[config.mk]
export PLATFORM = sky130hd
export DESIGN_NAME = rrsfe_exec
export DESIGN_NICKNAME = d
export VERILOG_FILES = /design/src/rrsfe_pkg.sv /design/src/rrsfe_dec_if.sv /design/src/rrsfe_decode.sv /design/src/rrsfe_exec.sv
export SDC_FILE = /design/constraint.sdc
export NUM_CORES = 1
export LEC_CHECK = 0
export ABC_CLOCK_PERIOD_IN_PS = 3900
export BUFFER_PORTS_ARGS = -buffer_cell sky130_fd_sc_hd__buf_2
export CAP_MARGIN = 10
export CORE_MARGIN = 2
export CORE_UTILIZATION = 40
export CTS_BUF_LIST = sky130_fd_sc_hd__clkbuf_8 sky130_fd_sc_hd__clkbuf_16
export CTS_CLUSTER_SIZE = 24
export DETAILED_ROUTE_END_ITERATION = 6
export PLACE_DENSITY = 0.68
export SYNTH_ARGS = -nofsm -noshare
export SYNTH_HDL_FRONTEND = slang
export SYNTH_SLANG_ARGS = --single-unit
[constraint.sdc]
create_clock -name clk_i -period 3.9 [get_ports clk_i]
set_clock_uncertainty 0.15 [all_clocks]
set_input_delay 0.39 -clock clk_i [delete_from_list [all_inputs] [get_ports clk_i]]
set_output_delay 0.39 -clock clk_i [all_outputs]
set_load 0.02 [all_outputs]
[src/rrsfe_pkg.sv]
// Package with opcode patterns, field positions, address constants and phase encoding
package rrsfe_pkg;

	// ***********************************
	// Instruction word layout
	// ***********************************
	localparam int          RRSFE_INSTR_W     = 16;
	localparam int          RRSFE_DATA_W      = 8;
	localparam int          RRSFE_ADDR_W      = 12;
	localparam int          RRSFE_BANK_W      = 4;
	localparam int          RRSFE_POS_DEST    = 9;
	localparam int          RRSFE_POS_ACCESS  = 8;
	localparam logic [5:0]  RRSFE_RRNC_PREFIX = 6'h10;
	localparam logic [6:0]  RRSFE_SET_FILE_ALL_ONES_OP_PREFIX = 7'h34;

	// ***********************************
	// Addressing constants
	// ***********************************
	localparam logic [7:0]  RRSFE_OFFSET_LIMIT = 8'h5f;
	localparam logic [7:0]  RRSFE_ALL_ONES     = 8'hff;
	localparam logic [3:0]  RRSFE_ACCESS_HIGH  = 4'hf;
	localparam logic [RRSFE_ADDR_W-1:0] RRSFE_ADDR_RST = 12'h000;
	localparam logic [RRSFE_DATA_W-1:0] RRSFE_DATA_RST = 8'h00;

	// ***********************************
	// Phase sequence of one instruction cycle
	// ***********************************
	typedef enum logic [1:0] {
		RRSFE_PH_DECODE  = 2'b00,
		RRSFE_PH_READ    = 2'b01,
		RRSFE_PH_PROCESS = 2'b10,
		RRSFE_PH_WRITE   = 2'b11
	} rrsfe_phase_e;

endpackage : rrsfe_pkg

[src/rrsfe_dec_if.sv]
// Interface carrying decoded instruction fields between decoder and executor
interface rrsfe_dec_if;
	import rrsfe_pkg::*;
	logic                    is_rrnc;
	logic                    is_set_file_all_ones_op;
	logic                    dest_file;
	logic                    use_bank;
	logic [RRSFE_DATA_W-1:0] file_addr;

	modport drv (output is_rrnc, is_set_file_all_ones_op, dest_file, use_bank, file_addr);
	modport rcv (input is_rrnc, is_set_file_all_ones_op, dest_file, use_bank, file_addr);
endinterface : rrsfe_dec_if

[src/rrsfe_decode.sv]
// Opcode recognition and field extraction
module rrsfe_decode
	import rrsfe_pkg::*;
(
	input  wire logic [RRSFE_INSTR_W-1:0] instr_i,
	rrsfe_dec_if.drv                      dec
);

	// ***********************************
	// Opcode match
	// ***********************************
	assign dec.is_rrnc   = (instr_i[15:10] == RRSFE_RRNC_PREFIX);
	assign dec.is_set_file_all_ones_op   = (instr_i[15:9] == RRSFE_SET_FILE_ALL_ONES_OP_PREFIX);
	assign dec.dest_file = instr_i[RRSFE_POS_DEST];
	assign dec.use_bank  = instr_i[RRSFE_POS_ACCESS];
	assign dec.file_addr = instr_i[7:0];

endmodule : rrsfe_decode

[src/rrsfe_exec.sv]
// Execution of rotate-right-no-carry and set-file-all-ones instructions
// How it works
// - The rotate opcode is matched on its fixed upper six bits, with d, a and the address below.
// - Rotate moves every bit one place toward bit 0, bit 0 wraps to bit 7, only N and Z update.
// - For a rotate, d low sends the result to the working register, d high back to the file register; set-file always writes the file register.
// - With a low the access bank is used, with a high the bank select register forms the address.
// - With a low, extended set on and address at or below 5Fh, the address is an offset from the index base.
// - Each instruction is one word and takes four phases: decode, read, process, write.
// - An omitted bank-access operand is assembled as a high, so bank select addressing applies.
module rrsfe_exec
	import rrsfe_pkg::*;
(
	input  wire logic                    clk_i,
	input  wire logic                    rst_n_i,
	input  wire logic                    instr_valid_i,
	input  wire logic [RRSFE_INSTR_W-1:0] instr_i,
	input  wire logic [RRSFE_BANK_W-1:0] bank_select_register_i,
	input  wire logic                    ext_set_en_i,
	input  wire logic [RRSFE_ADDR_W-1:0] index_base_i,
	input  wire logic [RRSFE_DATA_W-1:0] file_rdata_i,
	input  wire logic [RRSFE_DATA_W-1:0] wreg_i,
	output logic      [RRSFE_ADDR_W-1:0] file_addr_o,
	output logic                         file_rd_o,
	output logic                         file_we_o,
	output logic      [RRSFE_DATA_W-1:0] file_wdata_o,
	output logic                         wreg_we_o,
	output logic      [RRSFE_DATA_W-1:0] wreg_wdata_o,
	output logic                         flag_we_o,
	output logic                         neg_flag_o,
	output logic                         zero_flag_o,
	output logic      [1:0]              phase_o,
	output logic                         busy_o
);

	// ***********************************
	// Decode
	// ***********************************
	rrsfe_dec_if dec_bus ();

	rrsfe_decode u_decode (
		.instr_i (instr_i),
		.dec     (dec_bus)
	);

	// ***********************************
	// Address formation
	// ***********************************
	logic [RRSFE_ADDR_W-1:0] bank_addr;
	logic [RRSFE_ADDR_W-1:0] access_addr;
	logic [RRSFE_ADDR_W-1:0] indexed_addr;
	logic                    use_indexed;
	logic [RRSFE_ADDR_W-1:0] eff_addr;
	logic                    known_op;

	assign known_op     = dec_bus.is_rrnc | dec_bus.is_set_file_all_ones_op;
	assign bank_addr    = {bank_select_register_i, dec_bus.file_addr};
	assign access_addr  = dec_bus.file_addr[7] ? {RRSFE_ACCESS_HIGH, dec_bus.file_addr}
	                                          : {4'h0, dec_bus.file_addr};
	assign indexed_addr = index_base_i + {4'h0, dec_bus.file_addr};
	assign use_indexed  = !dec_bus.use_bank && ext_set_en_i
	                      && (dec_bus.file_addr <= RRSFE_OFFSET_LIMIT);
	assign eff_addr     = dec_bus.use_bank ? bank_addr
	                    : (use_indexed ? indexed_addr : access_addr);

	// ***********************************
	// Phase sequencer
	// ***********************************
	rrsfe_phase_e ph_q, ph_d;
	logic         rrnc_q, set_file_all_ones_op_q, dest_q;
	logic [RRSFE_DATA_W-1:0] result_q;
	logic [RRSFE_DATA_W-1:0] rot_d;

	// ***********************************
	// Rotate one place toward bit 0
	// ***********************************
	for (genvar gi = 0; gi < RRSFE_DATA_W; gi++) begin : g_rot
		if (gi == RRSFE_DATA_W - 1) begin : g_wrap
			assign rot_d[gi] = file_rdata_i[0];
		end else begin : g_shift
			assign rot_d[gi] = file_rdata_i[gi+1];
		end
	end

	always_comb begin
		case (ph_q)
			RRSFE_PH_DECODE:  ph_d = (instr_valid_i && known_op) ? RRSFE_PH_READ : RRSFE_PH_DECODE;
			RRSFE_PH_READ:    ph_d = RRSFE_PH_PROCESS;
			RRSFE_PH_PROCESS: ph_d = RRSFE_PH_WRITE;
			RRSFE_PH_WRITE:   ph_d = RRSFE_PH_DECODE;
			default:          ph_d = RRSFE_PH_DECODE;
		endcase
	end

	logic go_dec, go_rd, go_proc;
	assign go_dec  = (ph_q == RRSFE_PH_DECODE) && instr_valid_i && known_op;
	assign go_rd   = (ph_q == RRSFE_PH_READ);
	assign go_proc = (ph_q == RRSFE_PH_PROCESS);

	always_ff @(posedge clk_i) begin
		if (!rst_n_i) begin
			ph_q   <= RRSFE_PH_DECODE;
			rrnc_q <= 1'b0;
			set_file_all_ones_op_q <= 1'b0;
			dest_q <= 1'b0;
		end else begin
			ph_q <= ph_d;
			if (go_dec) begin
				rrnc_q <= dec_bus.is_rrnc;
				set_file_all_ones_op_q <= dec_bus.is_set_file_all_ones_op;
				dest_q <= dec_bus.dest_file | dec_bus.is_set_file_all_ones_op;
			end
		end
	end

	// ***********************************
	// File access request
	// ***********************************
	// Address held until the next instruction is taken
	always_ff @(posedge clk_i) begin
		if (!rst_n_i) begin
			file_addr_o <= RRSFE_ADDR_RST;
		end else if (go_dec) begin
			file_addr_o <= eff_addr;
		end
	end

	// Read strobe marks the read phase
	always_ff @(posedge clk_i) begin
		if (!rst_n_i) begin
			file_rd_o <= 1'b0;
		end else begin
			file_rd_o <= go_dec;
		end
	end

	always_ff @(posedge clk_i) begin
		if (!rst_n_i) begin
			result_q <= RRSFE_DATA_RST;
		end else if (go_rd) begin
			result_q <= set_file_all_ones_op_q ? RRSFE_ALL_ONES : rot_d;
		end
	end

	// ***********************************
	// Write-back
	// ***********************************
	logic file_we_d;
	logic wreg_we_d;
	logic flag_we_d;
	logic neg_d;
	logic zero_d;

	assign file_we_d = go_proc && dest_q;
	assign wreg_we_d = go_proc && !dest_q;
	assign flag_we_d = go_proc && rrnc_q;
	assign neg_d     = result_q[RRSFE_DATA_W-1];
	assign zero_d    = (result_q == RRSFE_DATA_RST);

	// Strobes, one phase wide
	always_ff @(posedge clk_i) begin
		if (!rst_n_i) begin
			file_we_o <= 1'b0;
			wreg_we_o <= 1'b0;
			flag_we_o <= 1'b0;
		end else begin
			file_we_o <= file_we_d;
			wreg_we_o <= wreg_we_d;
			flag_we_o <= flag_we_d;
		end
	end

	// File data, held until the next write
	always_ff @(posedge clk_i) begin
		if (!rst_n_i) begin
			file_wdata_o <= RRSFE_DATA_RST;
		end else if (go_proc) begin
			file_wdata_o <= result_q;
		end
	end

	// Working register data, held until the next write
	always_ff @(posedge clk_i) begin
		if (!rst_n_i) begin
			wreg_wdata_o <= RRSFE_DATA_RST;
		end else if (go_proc) begin
			wreg_wdata_o <= result_q;
		end
	end

	// ***********************************
	// Status flags
	// ***********************************
	// Only a rotate touches the flags
	always_ff @(posedge clk_i) begin
		if (!rst_n_i) begin
			neg_flag_o  <= 1'b0;
			zero_flag_o <= 1'b0;
		end else if (flag_we_d) begin
			neg_flag_o  <= neg_d;
			zero_flag_o <= zero_d;
		end
	end

	// ***********************************
	// Phase outputs
	// ***********************************
	logic busy_d;

	assign busy_d = (ph_d != RRSFE_PH_DECODE);

	always_ff @(posedge clk_i) begin
		if (!rst_n_i) begin
			phase_o <= 2'b00;
		end else begin
			phase_o <= ph_d;
		end
	end

	always_ff @(posedge clk_i) begin
		if (!rst_n_i) begin
			busy_o <= 1'b0;
		end else begin
			busy_o <= busy_d;
		end
	end

	logic unused_w;
	assign unused_w = ^wreg_i;

endmodule : rrsfe_exec

==> metrics.md <==
| Metric | Value |
|---|---|
| Average instance area after synthesis | `8.93 um2` |
| Number of synthesized flops with an enable pin | `0` |
| Number of slew-limit violations in the final report | `0` |
| Cell at the root of the clock tree | `sky130_fd_sc_hd__clkbuf_8` |
| Row count | `26` |
| Net Count, Synth | `310` |
| RSZ-0062 raised after global routing | `no` |
| Post-Syn Area | `0.00219 mm2` |
| Delay contributed by the slowest stage of the critical path | `0.70 ns` |
| Final antenna diode count | `0` |
| Residual overflow from global routing | `0` |
| Worst-Skew Late Latency | `0.28 ns` |
| Share of the clock period used by the worst path after layout | `56.2%` |
| Vias/cell | `5.17` |
| Minimum setup slack after placement | `1.43 ns` |
| Filler Cells Inserted | `514` |
| Count of final setup violators | `0` |
| Maximum vdd drop | `149 uV` |
| Number of instances in the synthesized netlist | `245` |
| RePlAce Congestion | `0.852` |
| Hpwl dp | `3610 um` |
| Final wirelength | `4820 um` |
| Status | `finished clean` |
| DR DRC count | `0` |
| Critical Path End Type | `flop` |
| Tot GR Track Use | `16.6%` |
| 1st-iter DRT viols | `44` |
| Clock edge transition at the registers on the reported setup and hold paths | `0.08 ns` |
| Count of hold-fix buffers inserted at cts | `0` |
| Final Hold Fails | `0` |
| F_max | `456 MHz` |
| YS warnings | `0` |
| Clock Path Buffers | `2` |
| Cell with the largest stage delay on the worst path | `sky130_fd_sc_hd__a21oi_1` |
| Antenna violations before repair | `0` |
| Clock buffers created by TritonCTS | `5` |
| Number of sinks driven by the clock tree | `40` |
| Flip-flop and latch count after synthesis | `40` |
| Cell area power density | `318 mW/mm2` |
| Final total power | `0.853 mW` |
| Primary flip-flop cell chosen by synthesis mapping | `sky130_fd_sc_hd__dfxtp_1` |
| Top delay family on crit path | `compound AO/OA/AOI/OAI gates` |
| Pleak | `1.26 nW` |
| Total negative slack for setup checks | `0 ns` |
| Actual transition at the worst max-transition pin | `0.881 ns` |
| Nets | `378` |
| Remaining max-slew budget at the tightest pin | `41.3%` |
| Classification of the worst setup path | `in -> reg` |
| Number of buffer and inverter stages on the critical path | `1` |
| Signed area change from the synthesized netlist to the final layout | `22.5%` |
| Fraction of final layout cells sized beyond drive strength 1 | `33.1%` |
| Via count | `1986` |
| Number of buffers added for setup after CTS | `0` |
| Cell-by-cell trace of the critical path | `buf_2, or3b_2, a21oi_1, nand3b_1, a211o_1, nand3_1` |
| Number of resized instances in the post-cts repair step | `0` |
| Startpoint types | `primary input` |
| Shortest period the worst path allows | `2.19 ns` |
| Required time of the critical path | `3.98 ns` |
| Sequential-to-total area share from yosys stat | `36.6%` |
| Post-synth ARST share | `0%` |
| Area inside the core boundary | `0.00520 mm2` |
| Vertical extent of the die | `78.0 um` |
| CTS H-tree depth | `2` |
| Arrival time reported for the critical path endpoint | `2.27 ns` |
| Number of top-level pins | `89` |
| Routed wirelength normalized by instance count | `12.5 um` |
| Worst Hold Class | `in -> reg` |
| Antenna-violating nets left | `0` |
| Buffers added on ports | `80` |
| Die Width | `78.0 um` |
| Number of different library cells in the post-synthesis netlist | `51` |
| Number of global-route vias before repair | `1882` |
| Final worst slack | `1.71 ns` |
| Global-route wire length before repair | `8270 um` |
| Initial Utilization | `42.0%` |
| TritonCTS clock tree | `done` |
| Die area | `0.00608 mm2` |
| Maximum fanout along the worst path | `11` |
| DRT Pass-1 Iters | `4` |
| MaxCap Viol Count | `0` |
| Largest net degree at the start of global routing | `44` |
==> synth_stat cells (2+ instances only) <==
cell | number | area [um2]
sky130_fd_sc_hd__dfxtp_1 | 40 | 801
sky130_fd_sc_hd__nand2_1 | 24 | 90.1
sky130_fd_sc_hd__o21ai_0 | 18 | 90.1
sky130_fd_sc_hd__ha_1 | 12 | 150
sky130_fd_sc_hd__nor2b_1 | 12 | 75.1
sky130_fd_sc_hd__buf_4 | 9 | 67.6
sky130_fd_sc_hd__mux2i_1 | 9 | 90.1
sky130_fd_sc_hd__nor2_1 | 9 | 33.8
sky130_fd_sc_hd__clkbuf_1 | 8 | 30.0
sky130_fd_sc_hd__o221a_2 | 8 | 90.1
sky130_fd_sc_hd__a21oi_1 | 7 | 35.0
sky130_fd_sc_hd__inv_1 | 7 | 26.3
sky130_fd_sc_hd__nand3_1 | 7 | 35.0
sky130_fd_sc_hd__a31oi_1 | 6 | 37.5
sky130_fd_sc_hd__and2_1 | 5 | 31.3
sky130_fd_sc_hd__a211oi_1 | 4 | 30.0
sky130_fd_sc_hd__nor3_1 | 4 | 20.0
sky130_fd_sc_hd__o211a_1 | 4 | 40.0
sky130_fd_sc_hd__o21a_1 | 4 | 30.0
sky130_fd_sc_hd__and3_1 | 3 | 18.8
sky130_fd_sc_hd__nand2b_1 | 3 | 18.8
sky130_fd_sc_hd__nand3b_1 | 3 | 22.5
sky130_fd_sc_hd__nor4_1 | 3 | 18.8
sky130_fd_sc_hd__or2_2 | 3 | 18.8
sky130_fd_sc_hd__a21boi_0 | 2 | 15.0
sky130_fd_sc_hd__a21o_1 | 2 | 15.0
sky130_fd_sc_hd__buf_2 | 2 | 10.0
sky130_fd_sc_hd__nor3b_1 | 2 | 15.0
sky130_fd_sc_hd__o211ai_1 | 2 | 15.0
sky130_fd_sc_hd__or3_1 | 2 | 12.5
==> state kept, by name, indices dropped and copies added (netlist names), 2 cells and up <==
name	count
result_q	8
file_addr_o	12
wreg_wdata_o	8
phase_o	2
==> metal layers <==
metal  GRT usage, %  share of wire (%)  vias up
met1           19.9                 46      895
met3           4.19                5.7        6
met5              0                  0        -
li1               -                  -     1022
met4           5.26               0.91        0
met2           28.9                 47       63
==> through the flow <==
step	cell area [um2]	std cells	hold WS, ns	util (%)
after global routing	2680	384	0.216	51.5
final	2680	384	0.222	51.5
after CTS	2680	384	0.210	51.5
after floorplan	2190	245	0.255	-
after global placement	2570	376	0.273	49.4
after detailed placement	2570	376	0.282	49.4
==> cell usage in the layout (no fill, tap or decap), drive strengths merged, types with 5 or more instances in the layout <==
cell,count
ha,12
o221a,8
nor2,9
dfxtp,40
buf,81
nand2,24
mux2i,9
nand3,7
clkbuf,5
a21oi,7
inv,8
a211oi,5
o21ai,18
and2,5
nor2b,12
a31oi,6
==> cell type report <==
cell class / instances / area (um2) / share of cell area, %
multi-input combinational: 178 / 1250 / 46.6
sequential: 40 / 801 / 29.9
timing repair buffer: 81 / 408 / 15.2
tap: 70 / 87.6 / 3.27
clock buffer: 5 / 68.8 / 2.57
clock inverter: 3 / 38.8 / 1.45
inverter: 7 / 26.3 / 0.980
==> kinds of logic (layout without fill, tap and decap cells) <==
kind of cell	after synthesis	after routing	share of synthesized area [%]
simple gates	86	86	21.2
compound gates	67	67	22.7
flops	40	40	36.6
buf+inv	27	96	6.29
fa+ha+maj	13	13	7.78
mux	10	10	4.63
xor+xnor	2	2	0.801
==> where the power goes <==
group / internal, mW / switching [mW]
clock: 0.187 / 0.142
combinational: 0.0498 / 0.0620
sequential: 0.410 / 0.00135
==> worst reg2reg max path: stages (launching register included) <==
cell and delay (ns):
sky130_fd_sc_hd__dfxtp_1 0.33, sky130_fd_sc_hd__inv_1 0.10, sky130_fd_sc_hd__ha_1 0.16, sky130_fd_sc_hd__nand2_1 0.11, sky130_fd_sc_hd__a211oi_4 0.29, sky130_fd_sc_hd__buf_4 0.31, sky130_fd_sc_hd__o311ai_0 0.19, sky130_fd_sc_hd__o211a_1 0.16
==> worst paths after layout <==
path | start | to | slack, ns | cells past startpoint
hold reg to reg | dest_q | wreg_we_o | 0.29 | 1
setup reg to reg | phase_o[0] | file_addr_o[2] | 2.01 | 7
setup / recovery | instr_i[8] | file_addr_o[9] | 1.71 | 6
hold / removal | instr_i[3] | file_addr_o[3] | 0.22 | 3
Note: power is estimated with default switching activity, not from simulation.
